`src/timed_signal_pkg.sv`:
```
// Shared constants and carriers for the timed signal functions, plus the
// millisecond counter used by every timer in the block.
// Assumes one 50 MHz clock and a synchronous active-low reset.
`default_nettype none

package timed_signal_pkg;
    // Clock and tick timing
    localparam int CLK_PERIOD_NS = 20;
    localparam int TICK_PERIOD_MS = 1;
    localparam int NS_PER_MS = 1000000;
    localparam int CYCLES_PER_MS = TICK_PERIOD_MS * NS_PER_MS / CLK_PERIOD_NS;
    localparam int BLINK_PHASE_MS = 500;
    localparam logic [15:0] BLINK_PHASE_TICKS = 16'(BLINK_PHASE_MS / TICK_PERIOD_MS);

    // Register byte offsets
    localparam logic [31:0] CTRL_OFFSET = 32'h0000_0000;
    localparam logic [31:0] OFF_DELAY_OFFSET = 32'h0000_0004;
    localparam logic [31:0] ON_DELAY_OFFSET = 32'h0000_0008;
    localparam logic [31:0] MIN_PUSH_OFFSET = 32'h0000_000c;
    localparam logic [31:0] STATUS_OFFSET = 32'h0000_0010;

    // Field positions and widths
    localparam int CTRL_LAMP_EN_BIT = 0;
    localparam int TIME_W = 16;
    localparam int STATUS_OUT_LSB = 0;
    localparam int STATUS_IN_LSB = 4;
    localparam int STATUS_STATE_LSB = 8;

    // Reset values
    localparam logic CTRL_LAMP_EN_RESET = 1'b1;
    localparam logic [15:0] OFF_DELAY_RESET = 16'h0014;
    localparam logic [15:0] ON_DELAY_RESET = 16'h0014;
    localparam logic [15:0] MIN_PUSH_RESET = 16'h0064;

    // AXI response codes
    localparam logic [1:0] RESP_OKAY = 2'b00;
    localparam logic [1:0] RESP_SLVERR = 2'b10;

    typedef enum logic [1:0] {
        LATCH_WAIT_LOW = 2'b00,
        LATCH_READY = 2'b01,
        LATCH_PRESS = 2'b10,
        LATCH_ON = 2'b11
    } latch_state_t;

    typedef struct packed {
        logic reset_btn; // Reset button of the latch
        logic guard;     // Guarded input of the latch
        logic on_src;    // Input of the on-delay
        logic off_src;   // Input of the off-delay
    } fn_in_t;

    typedef struct packed {
        logic lamp;      // Indicator lamp of the latch
        logic latch;     // Output of the latch
        logic on_dly;    // Output of the on-delay
        logic off_dly;   // Output of the off-delay
    } fn_out_t;
endpackage

// Counts millisecond ticks while run is high, clears at once when run drops.
// Saturates, so an unbounded run never wraps back under the limit.
module ms_counter
    import timed_signal_pkg::*;
(
    input wire logic aclk,                  // System clock
    input wire logic aresetn,               // Synchronous reset, active low
    input wire logic run,                   // Count while high, clear when low
    input wire logic tick,                  // One-millisecond pulse
    input wire logic [TIME_W-1:0] limit,    // Target time in ms
    output logic done                       // Run has lasted limit ms
);
    logic [TIME_W-1:0] cnt_q;

    always_ff @(posedge aclk) begin
        if (!aresetn) begin
            cnt_q <= '0;
        end else if (!run) begin
            cnt_q <= '0;
        end else if (tick && cnt_q != {TIME_W{1'b1}}) begin
            cnt_q <= cnt_q + 16'h0001;
        end
    end

    assign done = run && (cnt_q >= limit);
endmodule // ms_counter

`default_nettype wire

```
`src/timed_signal_functions.sv`:
```
// Off-delay, on-delay and single-button reset latch with AXI4-Lite setup.
// Function inputs come from other internal logic, synchronous to aclk.
//
// Overview of operation
// - Off output drops after input low delay
// - Off-delay passes rising edge undelayed
// - Off-delay time set in milliseconds
// - On output rises after input high delay
// - On-delay output drops immediately on low
// - Press must exceed minimum time, low-high-low
// - Latch on after full sequence, guard high
// - Guard low clears latch, new reset needed
// - Lamp blinks about 1Hz while guard high
// - Lamp can be enabled or disabled
// - Blink phases last 500 ms each
`default_nettype none

module timed_signal_functions #(
    parameter int CYCLES_PER_TICK = timed_signal_pkg::CYCLES_PER_MS // Clock cycles per ms
) (
    input wire logic aclk,                        // System clock, 50 MHz
    input wire logic aresetn,                     // Synchronous reset, active low
    input wire logic [31:0] s_axi_awaddr,         // Write address
    input wire logic s_axi_awvalid,               // Write address valid
    output logic s_axi_awready,                   // Write address ready
    input wire logic [31:0] s_axi_wdata,          // Write data
    input wire logic [3:0] s_axi_wstrb,           // Write byte strobes
    input wire logic s_axi_wvalid,                // Write data valid
    output logic s_axi_wready,                    // Write data ready
    output logic [1:0] s_axi_bresp,               // Write response
    output logic s_axi_bvalid,                    // Write response valid
    input wire logic s_axi_bready,                // Write response ready
    input wire logic [31:0] s_axi_araddr,         // Read address
    input wire logic s_axi_arvalid,               // Read address valid
    output logic s_axi_arready,                   // Read address ready
    output logic [31:0] s_axi_rdata,              // Read data
    output logic [1:0] s_axi_rresp,               // Read response
    output logic s_axi_rvalid,                    // Read data valid
    input wire logic s_axi_rready,                // Read data ready
    input wire timed_signal_pkg::fn_in_t fn_in,   // Function inputs
    output timed_signal_pkg::fn_out_t fn_out      // Function outputs
);
    import timed_signal_pkg::*;

    localparam int TICK_W = 32;
    localparam logic [TICK_W-1:0] TICK_LAST = TICK_W'(CYCLES_PER_TICK - 1);

    // Millisecond prescaler
    logic [TICK_W-1:0] presc_q;
    logic tick_q;

    always_ff @(posedge aclk) begin
        if (!aresetn) begin
            presc_q <= '0;
            tick_q <= 1'b0;
        end else if (presc_q >= TICK_LAST) begin
            presc_q <= '0;
            tick_q <= 1'b1;
        end else begin
            presc_q <= presc_q + 32'h0000_0001;
            tick_q <= 1'b0;
        end
    end

    // Configuration registers
    logic lamp_en_q;
    logic [TIME_W-1:0] off_delay_q;
    logic [TIME_W-1:0] on_delay_q;
    logic [TIME_W-1:0] min_push_q;

    // AXI write path: address and data are taken independently and held
    logic aw_held_q;
    logic [31:0] awaddr_q;
    logic w_held_q;
    logic [31:0] wdata_q;
    logic [3:0] wstrb_q;
    logic awready_q;
    logic wready_q;
    logic bvalid_q;
    logic [1:0] bresp_q;
    logic do_write;
    logic wr_hit;

    assign do_write = aw_held_q && w_held_q && !bvalid_q;
    assign wr_hit = (awaddr_q == CTRL_OFFSET) || (awaddr_q == OFF_DELAY_OFFSET) ||
                    (awaddr_q == ON_DELAY_OFFSET) || (awaddr_q == MIN_PUSH_OFFSET) ||
                    (awaddr_q == STATUS_OFFSET);

    always_ff @(posedge aclk) begin
        if (!aresetn) begin
            aw_held_q <= 1'b0;
            awaddr_q <= '0;
        end else if (s_axi_awvalid && awready_q) begin
            aw_held_q <= 1'b1;
            awaddr_q <= s_axi_awaddr;
        end else if (do_write) begin
            aw_held_q <= 1'b0;
        end
    end

    always_ff @(posedge aclk) begin
        if (!aresetn) begin
            w_held_q <= 1'b0;
            wdata_q <= '0;
            wstrb_q <= '0;
        end else if (s_axi_wvalid && wready_q) begin
            w_held_q <= 1'b1;
            wdata_q <= s_axi_wdata;
            wstrb_q <= s_axi_wstrb;
        end else if (do_write) begin
            w_held_q <= 1'b0;
        end
    end

    // Ready is reopened only once the response has been taken
    always_ff @(posedge aclk) begin
        if (!aresetn) begin
            awready_q <= 1'b0;
            wready_q <= 1'b0;
        end else begin
            if (s_axi_awvalid && awready_q) begin
                awready_q <= 1'b0;
            end else if (!aw_held_q && !bvalid_q) begin
                awready_q <= 1'b1;
            end
            if (s_axi_wvalid && wready_q) begin
                wready_q <= 1'b0;
            end else if (!w_held_q && !bvalid_q) begin
                wready_q <= 1'b1;
            end
        end
    end

    always_ff @(posedge aclk) begin
        if (!aresetn) begin
            bvalid_q <= 1'b0;
            bresp_q <= RESP_OKAY;
        end else if (do_write) begin
            bvalid_q <= 1'b1;
            bresp_q <= wr_hit ? RESP_OKAY : RESP_SLVERR;
        end else if (bvalid_q && s_axi_bready) begin
            bvalid_q <= 1'b0;
        end
    end

    // Register writes honour byte strobes; the time fields use lanes 0 and 1
    always_ff @(posedge aclk) begin
        if (!aresetn) begin
            lamp_en_q <= CTRL_LAMP_EN_RESET;
            off_delay_q <= OFF_DELAY_RESET;
            on_delay_q <= ON_DELAY_RESET;
            min_push_q <= MIN_PUSH_RESET;
        end else if (do_write) begin
            for (int b = 0; b < TIME_W / 8; b++) begin
                if (wstrb_q[b]) begin
                    if (awaddr_q == OFF_DELAY_OFFSET) begin
                        off_delay_q[b*8 +: 8] <= wdata_q[b*8 +: 8];
                    end
                    if (awaddr_q == ON_DELAY_OFFSET) begin
                        on_delay_q[b*8 +: 8] <= wdata_q[b*8 +: 8];
                    end
                    if (awaddr_q == MIN_PUSH_OFFSET) begin
                        min_push_q[b*8 +: 8] <= wdata_q[b*8 +: 8];
                    end
                end
            end
            if (awaddr_q == CTRL_OFFSET && wstrb_q[0]) begin
                lamp_en_q <= wdata_q[CTRL_LAMP_EN_BIT];
            end
        end
    end

    // Function logic
    latch_state_t state_q;
    latch_state_t state_d;
    fn_out_t out_q;
    logic off_done;
    logic on_done;
    logic press_done;
    logic blink_done;
    logic blink_phase_q;
    logic blink_clr_q;

    ms_counter u_off_timer (
        .aclk(aclk),
        .aresetn(aresetn),
        .run(!fn_in.off_src),
        .tick(tick_q),
        .limit(off_delay_q),
        .done(off_done)
    );

    ms_counter u_on_timer (
        .aclk(aclk),
        .aresetn(aresetn),
        .run(fn_in.on_src),
        .tick(tick_q),
        .limit(on_delay_q),
        .done(on_done)
    );

    // Cleared whenever the button is low, so each press times from its own edge
    ms_counter u_press_timer (
        .aclk(aclk),
        .aresetn(aresetn),
        .run(fn_in.reset_btn && state_q == LATCH_PRESS),
        .tick(tick_q),
        .limit(min_push_q),
        .done(press_done)
    );

    ms_counter u_blink_timer (
        .aclk(aclk),
        .aresetn(aresetn),
        .run(fn_in.guard && !blink_clr_q),
        .tick(tick_q),
        .limit(BLINK_PHASE_TICKS),
        .done(blink_done)
    );

    // Restart goes through a flop; feeding done straight back into run would loop
    always_ff @(posedge aclk) begin
        if (!aresetn) begin
            blink_clr_q <= 1'b0;
        end else begin
            blink_clr_q <= blink_done;
        end
    end

    // The press result is latched while the button is still high, since its timer clears on release
    logic press_ok_q;

    always_ff @(posedge aclk) begin
        if (!aresetn) begin
            press_ok_q <= 1'b0;
        end else if (state_q != LATCH_PRESS) begin
            press_ok_q <= 1'b0;
        end else if (press_done) begin
            press_ok_q <= 1'b1;
        end
    end

    always_comb begin
        state_d = state_q;
        case (state_q)
            LATCH_WAIT_LOW: begin
                if (fn_in.guard && !fn_in.reset_btn) begin
                    state_d = LATCH_READY;
                end
            end
            LATCH_READY: begin
                if (fn_in.reset_btn) begin
                    state_d = LATCH_PRESS;
                end
            end
            LATCH_PRESS: begin
                if (!fn_in.reset_btn) begin
                    state_d = (press_ok_q || press_done) ? LATCH_ON : LATCH_READY;
                end
            end
            LATCH_ON: begin
                state_d = LATCH_ON;
            end
            default: begin
                state_d = LATCH_WAIT_LOW;
            end
        endcase
        if (!fn_in.guard) begin
            state_d = LATCH_WAIT_LOW;
        end
    end

    always_ff @(posedge aclk) begin
        if (!aresetn) begin
            state_q <= LATCH_WAIT_LOW;
        end else begin
            state_q <= state_d;
        end
    end

    // Blink phase restarts high each time the guard rises
    always_ff @(posedge aclk) begin
        if (!aresetn) begin
            blink_phase_q <= 1'b1;
        end else if (!fn_in.guard) begin
            blink_phase_q <= 1'b1;
        end else if (blink_done) begin
            blink_phase_q <= !blink_phase_q;
        end
    end

    always_ff @(posedge aclk) begin
        if (!aresetn) begin
            out_q <= '0;
        end else begin
            if (fn_in.off_src) begin
                out_q.off_dly <= 1'b1;
            end else if (off_done) begin
                out_q.off_dly <= 1'b0;
            end
            out_q.on_dly <= fn_in.on_src && (on_done || out_q.on_dly);
            out_q.latch <= (state_d == LATCH_ON);
            out_q.lamp <= lamp_en_q && fn_in.guard && blink_phase_q;
        end
    end

    assign fn_out = out_q;

    // AXI read path
    logic arready_q;
    logic rvalid_q;
    logic [31:0] rdata_q;
    logic [1:0] rresp_q;
    logic [31:0] rd_word;
    logic rd_hit;

    always_comb begin
        rd_word = '0;
        rd_hit = 1'b1;
        case (s_axi_araddr)
            CTRL_OFFSET: rd_word[CTRL_LAMP_EN_BIT] = lamp_en_q;
            OFF_DELAY_OFFSET: rd_word[TIME_W-1:0] = off_delay_q;
            ON_DELAY_OFFSET: rd_word[TIME_W-1:0] = on_delay_q;
            MIN_PUSH_OFFSET: rd_word[TIME_W-1:0] = min_push_q;
            STATUS_OFFSET: begin
                rd_word[STATUS_OUT_LSB +: 4] = out_q;
                rd_word[STATUS_IN_LSB +: 4] = fn_in;
                rd_word[STATUS_STATE_LSB +: 2] = state_q;
            end
            default: rd_hit = 1'b0;
        endcase
    end

    always_ff @(posedge aclk) begin
        if (!aresetn) begin
            arready_q <= 1'b0;
            rvalid_q <= 1'b0;
            rdata_q <= '0;
            rresp_q <= RESP_OKAY;
        end else if (s_axi_arvalid && arready_q) begin
            arready_q <= 1'b0;
            rvalid_q <= 1'b1;
            rdata_q <= rd_word;
            rresp_q <= rd_hit ? RESP_OKAY : RESP_SLVERR;
        end else if (rvalid_q && s_axi_rready) begin
            rvalid_q <= 1'b0;
        end else if (!rvalid_q) begin
            arready_q <= 1'b1;
        end
    end

    assign s_axi_awready = awready_q;
    assign s_axi_wready = wready_q;
    assign s_axi_bvalid = bvalid_q;
    assign s_axi_bresp = bresp_q;
    assign s_axi_arready = arready_q;
    assign s_axi_rvalid = rvalid_q;
    assign s_axi_rdata = rdata_q;
    assign s_axi_rresp = rresp_q;
endmodule // timed_signal_functions

`default_nettype wire

```
`config.mk`:
```
export PLATFORM = sky130hd
export DESIGN_NAME = timed_signal_functions
export DESIGN_NICKNAME = d
export VERILOG_FILES = /design/src/timed_signal_pkg.sv /design/src/timed_signal_functions.sv
export SDC_FILE = /design/constraint.sdc
export NUM_CORES = 1
export LEC_CHECK = 0
export BUFFER_PORTS_ARGS = -buffer_cell sky130_fd_sc_hd__clkbuf_2
export CAP_MARGIN = 10
export CORE_MARGIN = 2
export CORE_UTILIZATION = 62
export CTS_CLUSTER_DIAMETER = 30
export CTS_CLUSTER_SIZE = 28
export DETAILED_ROUTE_END_ITERATION = 6
export PLACE_DENSITY = 0.86
export SLEW_MARGIN = 20
export SYNTH_ARGS = -nofsm -noshare
export SYNTH_HDL_FRONTEND = slang
export SYNTH_SLANG_ARGS = --single-unit
```
`constraint.sdc`:
```
create_clock -name aclk -period 3 [get_ports aclk]
set_input_delay 0.45 -clock aclk [delete_from_list [all_inputs] [get_ports aclk]]
set_output_delay 0.45 -clock aclk [all_outputs]
set_load 0.03 [all_outputs]
```
==> qor.csv, run 1 <==
stage,metric,value,unit
setup_path,startpoint_type,flip-flop,
synthesis,synth_top_area_share,43.1,%
synthesis,synthAdderAreaFrac,6.32,%
synthesis,syn_area,10700,sq um
synthesis,ys_ff_latch,230,
synthesis,synth_top_family_by_area,simple AND/OR/NAND/NOR gates,
sta,worst_pin_slew,1070,ps
clock_tree,clock_latency,530,ps
clock_tree,clk_path_buf_depth,3,
setup_path,cp_num_buf_inv,0,
clock_tree,cts-root-buf,clkbuf_16,
floorplanning,start_util,64.0,%
min_path,worstHoldPathCells,3,
placed_design,io_buffers,119,
outcome,violations,DRC,
clock_tree,cts_buffers,42,
synthesis,synth_compound_area_share,11.0,%
setup_path,rrSetupSlack,620,ps
placed_design,placed_cell_area,11400,sq um
setup_path,reg2reg_from,awaddr_q[16],
synthesis,async_flop_share,0,%
global_routing,grtUsageTotal,29.7,%
synthesis,yosysWarnings,0,
drt,drt-initial-drc-count,892,
clock_tree,clk_pin_slew,50,ps
synthesis,post_synth_xor_area_fraction,5.00,%
pwr,leakage,0.00503,uW
global_routing,antenna_found_initial,0,
clock_tree,cts_setup_buffers,0,
global_routing,grt-ovfl-total,0,
setup_path,endpoint_kind,flip-flop,
sta,period_share,79.2,%
setup_path,worstPathRequired,3430,ps
sta,maxSlewHeadroom,28.7,%
synthesis,yosysMostFrequentCell,nand2_1,
synthesis,synth_cell_types,63,
drt,drc_errors,1,
cells_and_area,final_cell_area,12900,sq um
floorplanning,die_x,135,um
clock_tree,cts.htree.levels,2,
pwr,internal_power,6510,uW
min_path,whs_endpoint,awaddr_q[20],
drt,routed_wirelength,26700,um
setup_path,path_cells,"nor4_1, nand4_1, nor2_1, and3_1, mux2i_1",
setup_path,cpPeakStageDelay,630,ps
sta,holdWs,138,ps
sta,rsz0062_at_grt,no,
pwr,swShare,22.9,%
cells_and_area,final_util,77.5,%
synthesis,synth_ff_type,dfxtp_1,
sta,layout_setup_ws,625,ps
synthesis,syn_avg_cell_area,8.37,sq um
outcome,status,"finished, violations left",
pwr,p_seq_share,37.5,%
setup_path,cp_top_family,simple AND/OR/NAND/NOR gates,
sta,finalHoldViolations,0,
pwr,p_clk_share,58.3,%
pwr,p_switching,1940,uW
clock_tree,cts_tree,built,
drt,post_drt_wl_per_cell,16.0,um
synthesis,synthMuxAreaShare,4.71,%
cells_and_area,fill_cells,1108,
synthesis,synthTopCellsByArea,"dfxtp_1 (43%), nand2_1 (8.2%), ha_1 (6.3%)",
sta,finalSetupViolCount,0,
clock_tree,hold_buffers,0,
synthesis,synth.cells.most_frequent,"nand2_1 (234), dfxtp_1 (230), nor2_1 (109), a21oi_1 (76), inv_1 (64)",
synthesis,synthCells,1276,
placed_design,gp_congestion,0.937,
setup_path,slowest_stage,and3_1,
min_path,hp-start,s_axi_awaddr[20],
drt,viasPerCell,5.75,
cells_and_area,drive_gt1_share,15.1,%
global_routing,grt_pass1_vias,9328,
setup_path,ff2ff_path_depth,5,
setup_path,crit_fanout,8,
sta,skew,13.4,ps
synthesis,synth_edf_count,0,
placed_design,hpwl,18000,um
cells_and_area,synthToLayoutAreaGrowth,21.2,%
clock_tree,clock_sinks,230,
pwr,powerDensity,652,nW/um^2
floorplanning,core,16700,sq um
sta,fin_tns_setup,0,ps
sta,max_clock_freq,0.421,GHz
sta,slew_viol_final,0,
synthesis,synth_simple_gate_area_share,24.4,%
global_routing,grt_max_degree,43,
setup_path,r2r-end,off_delay_q[10],
drt,firstDrtPassIters,7,
cells_and_area,finalNetCount,1579,
floorplanning,rows,47,
setup_path,crit_type,reg2reg,
floorplanning,ios,156,
floorplanning,chipHeight,135,um
drt,ant_nets,0,
setup_path,arrival,2810,ps
clock_tree,post_cts_resized,0,
global_routing,grt_pass1_wl,44100,um
drt,routed-via-count,9586,
synthesis,synth_seq_area_share,43.1,%
cells_and_area,antenna-diode-count,0,
pwr,pwr-share-comb,4.3,%
synthesis,synth_area_leader_cell,dfxtp_1,
floorplanning,dieArea,18300,sq um
sta,finalCriticalPeriod,2380,ps
min_path,hp-class,in2reg,
run,cap_violations,0,
placed_design,place_ws,606,ps
pwr,peakVddDrop,0.523,mV
[sequential cells by signal, indices dropped and copies added, names as in the netlist, 2 cells and up]
| register | flops |
|---|---|
| u_on_timer.cnt_q | 16 |
| u_off_timer.cnt_q | 16 |
| wdata_q | 16 |
| state_q | 2 |
| presc_q | 32 |
| wstrb_q | 2 |
| min_push_q | 16 |
| off_delay_q | 16 |
| fn_out | 4 |
| on_delay_q | 16 |
| awaddr_q | 32 |
| u_blink_timer.cnt_q | 16 |
| u_press_timer.cnt_q | 16 |
| s_axi_rdata | 16 |
[worst max-delay path by stage]
stage | from | slack, ps | cells after the start | end
4_1_cts | awaddr_q[16] | 660 | 5 | off_delay_q[10]
5_1_grt | awaddr_q[16] | 470 | 5 | off_delay_q[10]
3_3_place_gp | s_axi_araddr[11] | 670 | 6 | s_axi_rdata[3]
6_report | awaddr_q[16] | 620 | 5 | off_delay_q[10]
2_1_floorplan | s_axi_araddr[11] | 870 | 6 | s_axi_rdata[1]
3_5_place_dp | s_axi_araddr[11] | 610 | 6 | s_axi_rdata[4]
[metrics by stage]
step / total power [uW] / cells
global route: 8690 / 1667
finish: 8450 / 1667
detailed placement: 3570 / 1590
CTS: 8480 / 1667
global placement: 3560 / 1590
floorplan: 3460 / 1309
[cells by family after synthesis]
group                      count (synthesis)
and+or+nand+nor                          549
buffers and inverters                    137
DFF                                      230
xor gates and xnor gates                  61
other                                      1
adders and majority gates                 54
AOI/OAI and AO/OA                        195
muxes                                     49
[metal layers]
metal / track usage, % / part of all wire [%]
met1: 37.0 / 40
met2: 50.3 / 48
met3: 5.20 / 7.7
met4: 13.5 / 3.9
met5: 0 / 0
[layout by cell type (no fill, tap or decap), types with 30 or more instances in the layout]
| cell | Yosys | layout |
|---|---|---|
| clkbuf_16 | 0 | 43 |
| ha_1 | 54 | 54 |
| a21oi_1 | 76 | 76 |
| nor3_1 | 30 | 30 |
| mux2i_1 | 48 | 48 |
| nor2_1 | 109 | 109 |
| nand3_1 | 30 | 30 |
| inv_1 | 64 | 64 |
| clkbuf_2 | 0 | 119 |
| dfxtp_1 | 230 | 230 |
| conb_1 | 1 | 34 |
| nand2_1 | 234 | 234 |
| o21ai_0 | 35 | 35 |
| xor2_1 | 34 | 34 |
[worst register-to-register path, delay by kind of cell (launching register included)]
kind,cells,cell delay [ps]
flip-flops,1,310
multiplexers,1,280
AND/OR/NAND/NOR,4,1690
[cell type report]
class	instances	area [sq um]	share of cell area (%)
clock buffers	50	1140	8.82
flip-flops and latches	230	4600	35.6
repair buffers	133	701	5.41
clock inverters	27	362	2.79
well taps	220	275	2.13
multi-input cells	942	5620	43.4
inverters	65	244	1.88
[power by group through the flow]
| stage | logic, uW | registers [uW] | clock network [uW] |
|---|---|---|---|
| 2_1_floorplan | 232 | 3230 | 0 |
| 3_3_place_gp | 339 | 3220 | 0 |
| 3_5_place_dp | 348 | 3230 | 0 |
| 4_1_cts | 355 | 3170 | 4960 |
| 5_1_grt | 396 | 3170 | 5120 |
| 6_report | 360 | 3170 | 4920 |
No activity file was read; power rests on OpenSTA's default activity.
==> run 2: changes to the inputs <==
--- a/config.mk
+++ b/config.mk
@@ -8,11 +8,11 @@
 export BUFFER_PORTS_ARGS = -buffer_cell sky130_fd_sc_hd__clkbuf_2
 export CAP_MARGIN = 10
 export CORE_MARGIN = 2
-export CORE_UTILIZATION = 62
+export CORE_UTILIZATION = 57
 export CTS_CLUSTER_DIAMETER = 30
 export CTS_CLUSTER_SIZE = 28
 export DETAILED_ROUTE_END_ITERATION = 6
-export PLACE_DENSITY = 0.86
+export PLACE_DENSITY = 0.8
 export SLEW_MARGIN = 20
 export SYNTH_ARGS = -nofsm -noshare
 export SYNTH_HDL_FRONTEND = slang
==> constraint.sdc (replaced) <==
create_clock -name aclk -period 2.35 [get_ports aclk]
set_input_delay 0.3525 -clock aclk [delete_from_list [all_inputs] [get_ports aclk]]
set_output_delay 0.3525 -clock aclk [all_outputs]
set_load 0.03 [all_outputs]
==> qor.csv, run 2 (same netlist as run 1, synthesis figures left out) <==
stage,metric,value,unit,change
outcome,status,finished clean,,
sta,worst_pin_slew,672,ps,-394 ps
placed_design,hpwl,18500,um,+3.0%
sta,holdWs,29.1,ps,-109 ps
drt,drc_errors,0,,-1
setup_path,slowest_stage,nor2_1,,
setup_path,reg2reg_from,awaddr_q[20],,
setup_path,cpPeakStageDelay,440,ps,-190 ps
floorplanning,start_util,57.7,%,-6.3 points
sta,maxSlewHeadroom,55.2,%,+26 points
pwr,leakage,0.00513,uW,+2.0%
clock_tree,cts_buffers,46,,+9.5%
placed_design,placed_cell_area,11500,sq um,+0.85%
global_routing,grt_pass1_vias,9197,,-1.4%
setup_path,startpoint_type,flip-flop,,
clock_tree,hold_buffers,0,,unchanged
cells_and_area,final_cell_area,13100,sq um,+1.2%
clock_tree,clk_path_buf_depth,3,,unchanged
drt,post_drt_wl_per_cell,15.7,um,-2.0%
drt,drt-initial-drc-count,676,,-24%
clock_tree,cts_setup_buffers,0,,unchanged
global_routing,grt_pass1_wl,43800,um,-0.84%
floorplanning,ios,156,,unchanged
min_path,worstHoldPathCells,3,,unchanged
sta,skew,13.2,ps,-0.168 ps
setup_path,endpoint_kind,flip-flop,,
drt,firstDrtPassIters,5,,-2
global_routing,grt_max_degree,56,,+30%
placed_design,gp_congestion,0.934,,-0.38%
drt,viasPerCell,5.61,,-2.5%
sta,max_clock_freq,0.465,GHz,+10%
cells_and_area,final_cell_mix,"nand2_1 (234), dfxtp_1 (230), clkbuf_2 (119)",,
drt,routed_wirelength,26600,um,-0.21%
setup_path,arrival,2600,ps,-210 ps
floorplanning,die_x,141,um,+4.2%
floorplanning,rows,50,,+6.4%
setup_path,ff2ff_path_depth,6,,+1
clock_tree,clock_latency,540,ps,about the same
setup_path,rrSetupSlack,200,ps,-430 ps
cells_and_area,largestRegisters,"awaddr_q: 32 flops, presc_q: 32 flops",,
sta,slew_viol_final,0,,unchanged
floorplanning,chipHeight,141,um,+4.2%
sta,fin_tns_setup,0,ps,unchanged
setup_path,path_cells,"nor4_1, nand4_1, nor2_1, and3_1, buf_4, mux2i_1",,
pwr,peakVddDrop,0.673,mV,+29%
sta,period_share,91.5,%,+12 points
min_path,hp-class,in2reg,,
min_path,whs_endpoint,awaddr_q[18],,
sta,finalCriticalPeriod,2150,ps,-224 ps
global_routing,antenna_found_initial,0,,unchanged
run,cap_violations,0,,unchanged
global_routing,grtUsageTotal,26.7,%,-2.9 points
floorplanning,core,18500,sq um,+11%
cells_and_area,final_common_cell,nand2_1,,
sta,finalHoldViolations,0,,unchanged
clock_tree,cts.htree.levels,2,,unchanged
pwr,powerDensity,835,nW/um^2,+28%
setup_path,crit_fanout,8,,unchanged
setup_path,r2r-end,on_delay_q[9],,
sta,rsz0062_at_grt,no,,
min_path,hp-start,s_axi_awaddr[18],,
clock_tree,clock_sinks,230,,unchanged
setup_path,worstPathRequired,2800,ps,-630 ps
drt,routed-via-count,9516,,-0.73%
clock_tree,clk_pin_slew,50,ps,about the same
placed_design,io_buffers,119,,unchanged
cells_and_area,drive_gt1_share,16.1,%,+1.1 points
floorplanning,dieArea,19900,sq um,+8.5%
setup_path,crit_type,reg2reg,,
clock_tree,cts-root-buf,clkbuf_16,,
clock_tree,post_cts_resized,0,,unchanged
sta,finalSetupViolCount,0,,unchanged
cells_and_area,synthToLayoutAreaGrowth,22.6,%,
clock_tree,cts_tree,built,,
cells_and_area,antenna-diode-count,0,,unchanged
cells_and_area,finalNetCount,1592,,+0.82%
drt,ant_nets,0,,unchanged
global_routing,grt-ovfl-total,0,,unchanged
## run 2: changes by cell type in the layout (fill, tap and decap cells not counted), sizes merged
cell | previous run | this run
clkbuf | 169 | 170
bufinv | 6 | 3
buf | 14 | 23
clkinvlp | 7 | 4
clkinv | 9 | 12
inv | 70 | 79
## run 2: worst max-delay path, delay by kind of cell (launching register included)
family | cells | cell delay [ps]
multiplexers | 1 | 250
flip-flops | 1 | 310
buffers and inverters | 1 | 210
AND/OR/NAND/NOR | 4 | 1300
## run 2: power by group
part | switching [uW] | internal (uW) | total [uW]
Combinational | 305 | 157 | 462
Clock | 2280 | 4160 | 6440
Sequential | 54.7 | 3990 | 4040
## run 2: final cells by class
cell class              instances  area [sq um]
flip-flops and latches        230          4600
well taps                     234           293
fillers                      1443          5420
repair buffers                142           781
clock inverters                33           338
inverters                      65           244
clock buffers                  51          1220
multi-input cells             942          5620
## run 2: layer usage
layer / track usage, % / routed length, um / up-vias
li1: - / - / 4700
met1: 33.4 / 11300 / 4427
met2: 45.1 / 12700 / 321
met3: 6.28 / 1930 / 68
met4: 10.1 / 724 / 0
met5: 0 / 0 / -
## run 2: per-stage QoR
stage | worst slack (ps) | power, uW | utilization [%] | std cells
after floorplan | 314 | 4420 | - | 1309
after global placement | 197 | 4560 | 62.3 | 1613
after detailed placement | 163 | 4570 | 62.3 | 1613
after CTS | 236 | 11000 | 70.8 | 1697
after global routing | 63.6 | 11300 | 70.8 | 1697
final | 199 | 10900 | 70.8 | 1697
## run 2: worst max-delay path by stage
stage,slack [ps],cells past startpoint,start,end
floorplan,310,6,s_axi_araddr[11],s_axi_rdata[1]
global placement,200,6,s_axi_araddr[11],s_axi_rdata[3]
detailed placement,160,6,s_axi_araddr[11],s_axi_rdata[4]
CTS,240,6,awaddr_q[20],on_delay_q[9]
global route,60,6,awaddr_q[20],on_delay_q[9]
finish,200,6,awaddr_q[20],on_delay_q[9]
==> run 3: changes to the inputs <==
--- a/config.mk
+++ b/config.mk
@@ -5,7 +5,7 @@
 export SDC_FILE = /design/constraint.sdc
 export NUM_CORES = 1
 export LEC_CHECK = 0
-export BUFFER_PORTS_ARGS = -buffer_cell sky130_fd_sc_hd__clkbuf_2
+export BUFFER_PORTS_ARGS = -buffer_cell sky130_fd_sc_hd__buf_2
 export CAP_MARGIN = 10
 export CORE_MARGIN = 2
 export CORE_UTILIZATION = 57
==> qor.csv, run 3 (same netlist as run 1, synthesis figures left out) <==
stage,metric,value,unit,change
setup_path,reg2reg_from,awaddr_q[20],,
global_routing,grt_util_met1,33.5,%,+0.12 points
setup_path,arrival,2480,ps,-120 ps
setup_path,worstPathRequired,2800,ps,about the same
floorplanning,chipHeight,141,um,unchanged
clock_tree,clk_path_buf_depth,3,,unchanged
pwr,peakVddDrop,0.708,mV,+5.2%
drt,routed_wirelength,26100,um,-1.8%
sta,finalHoldViolations,0,,unchanged
clock_tree,cts_buffers,43,,-6.5%
clock_tree,clock_latency,530,ps,about the same
sta,skew,13.3,ps,+0.0963 ps
sta,finalCriticalPeriod,2030,ps,-116 ps
setup_path,endpoint_kind,flip-flop,,
floorplanning,start_util,57.7,%,unchanged
cells_and_area,drive_gt1_share,15.7,%,-0.41 points
global_routing,use_met3,6.15,%,-0.14 points
global_routing,globalRouteMet2Util,44.8,%,-0.36 points
drt,post_drt_wl_per_cell,15.5,um,-1.5%
clock_tree,clk_pin_slew,50,ps,about the same
min_path,whs_endpoint,blink_phase_q,,
global_routing,grt_pass1_wl,43400,um,-0.79%
sta,period_share,86.6,%,-4.9 points
run,cap_violations,0,,unchanged
sta,holdWs,51.5,ps,+22.5 ps
sta,worst_pin_slew,710,ps,+37.7 ps
sta,slew_viol_final,0,,unchanged
floorplanning,core,18500,sq um,unchanged
drt,firstDrtPassIters,7,,+2
global_routing,grt-ovfl-total,0,,unchanged
drt,routed-via-count,9440,,-0.80%
setup_path,path_cells,"nor4_1, nand4_1, nor2_1, and3_1, buf_4, mux2i_1",,
min_path,hp-class,in2reg,,
min_path,worstHoldPathCells,2,,-1
clock_tree,cts-root-buf,clkbuf_16,,
clock_tree,post_cts_resized,0,,unchanged
setup_path,cp_top_family,simple AND/OR/NAND/NOR gates,,
setup_path,slowest_stage,nor4_1,,
clock_tree,cts.htree.levels,2,,unchanged
floorplanning,ios,156,,unchanged
clock_tree,clock_sinks,230,,unchanged
pwr,leakage,0.00507,uW,-1.2%
global_routing,antenna_found_initial,0,,unchanged
floorplanning,rows,50,,unchanged
drt,drt-initial-drc-count,772,,+14%
cells_and_area,synthToLayoutAreaGrowth,21.8,%,
setup_path,crit_fanout,8,,unchanged
setup_path,cpPeakStageDelay,380,ps,-60 ps
cells_and_area,antenna-diode-count,0,,unchanged
setup_path,rrSetupSlack,320,ps,+120 ps
setup_path,startpoint_type,flip-flop,,
setup_path,cp_num_buf_inv,1,,unchanged
clock_tree,cts_tree,built,,
drt,ant_nets,0,,unchanged
floorplanning,dieArea,19900,sq um,unchanged
global_routing,grtUsageTotal,26.6,%,-0.15 points
setup_path,crit_type,reg2reg,,
sta,maxSlewHeadroom,51.5,%,-3.7 points
placed_design,hpwl,18300,um,-1.4%
sta,rsz0062_at_grt,no,,
cells_and_area,final_common_cell,nand2_1,,
global_routing,grt_max_degree,55,,-1.8%
cells_and_area,fill_cells,1404,,-2.7%
sta,fin_tns_setup,0,ps,unchanged
global_routing,top_usage_layer,met2,,
global_routing,grt_pass1_vias,9107,,-0.98%
placed_design,gp_congestion,0.949,,+1.6%
outcome,status,"finished, violations left",,
pwr,powerDensity,819,nW/um^2,-2.0%
outcome,violations,DRC,,
placed_design,io_buffers,119,,unchanged
drt,viasPerCell,5.58,,-0.45%
setup_path,r2r-end,off_delay_q[8],,
cells_and_area,largestRegisters,"awaddr_q: 32 flops, presc_q: 32 flops",,
clock_tree,cts_setup_buffers,0,,unchanged
sta,finalSetupViolCount,0,,unchanged
cells_and_area,final_cell_mix,"nand2_1 (234), dfxtp_1 (230), buf_2 (119)",,
floorplanning,die_x,141,um,unchanged
clock_tree,hold_buffers,0,,unchanged
cells_and_area,finalNetCount,1588,,-0.25%
min_path,hp-start,fn_in[2],,
sta,max_clock_freq,0.491,GHz,+5.7%
setup_path,ff2ff_path_depth,6,,unchanged
drt,drc_errors,6,,+6
-- run 3: layer usage --
| layer | wire [um] | vias to the layer above |
|---|---|---|
| li1 | - | 4680 |
| met1 | 11100 | 4393 |
| met2 | 12400 | 297 |
| met3 | 1800 | 70 |
| met4 | 760 | 0 |
| met5 | 0 | - |
-- run 3: power breakdown --
group,total [uW],switching (uW),internal [uW]
clock network,6150,2120,4030
logic,458,302,156
registers,4040,52.7,3990
-- run 3: area by class of cell --
cell class | instances | area [sq um] | share of cell area, %
multi-input cells | 942 | 5620 | 43.2
flip-flops and latches | 230 | 4600 | 35.4
clock buffers | 51 | 1170 | 8.96
repair buffers | 141 | 773 | 5.94
clock inverters | 28 | 313 | 2.40
well taps | 234 | 293 | 2.25
inverters | 65 | 244 | 1.87
-- run 3: how the worst max path moves through the flow --
stage	from	end	slack (ps)	cells past startpoint
3_5_place_dp	s_axi_araddr[11]	s_axi_rdata[5]	140	6
2_1_floorplan	s_axi_araddr[11]	s_axi_rdata[1]	310	6
4_1_cts	min_push_q[14]	press_ok_q	330	6
3_3_place_gp	s_axi_araddr[11]	s_axi_rdata[2]	190	6
5_1_grt	awaddr_q[20]	on_delay_q[15]	80	6
6_report	awaddr_q[20]	off_delay_q[8]	320	6
-- run 3: stage by stage --
step | cells | util [%] | instance area, sq um | setup slack (ps) | total power, uW
2_1_floorplan | 1309 | - | 10800 | 314 | 4420
3_3_place_gp | 1612 | 62.3 | 11500 | 188 | 4560
3_5_place_dp | 1612 | 62.3 | 11500 | 144 | 4570
4_1_cts | 1691 | 70.3 | 13000 | 332 | 10700
5_1_grt | 1691 | 70.3 | 13000 | 79.6 | 11000
6_report | 1691 | 70.3 | 13000 | 315 | 10700
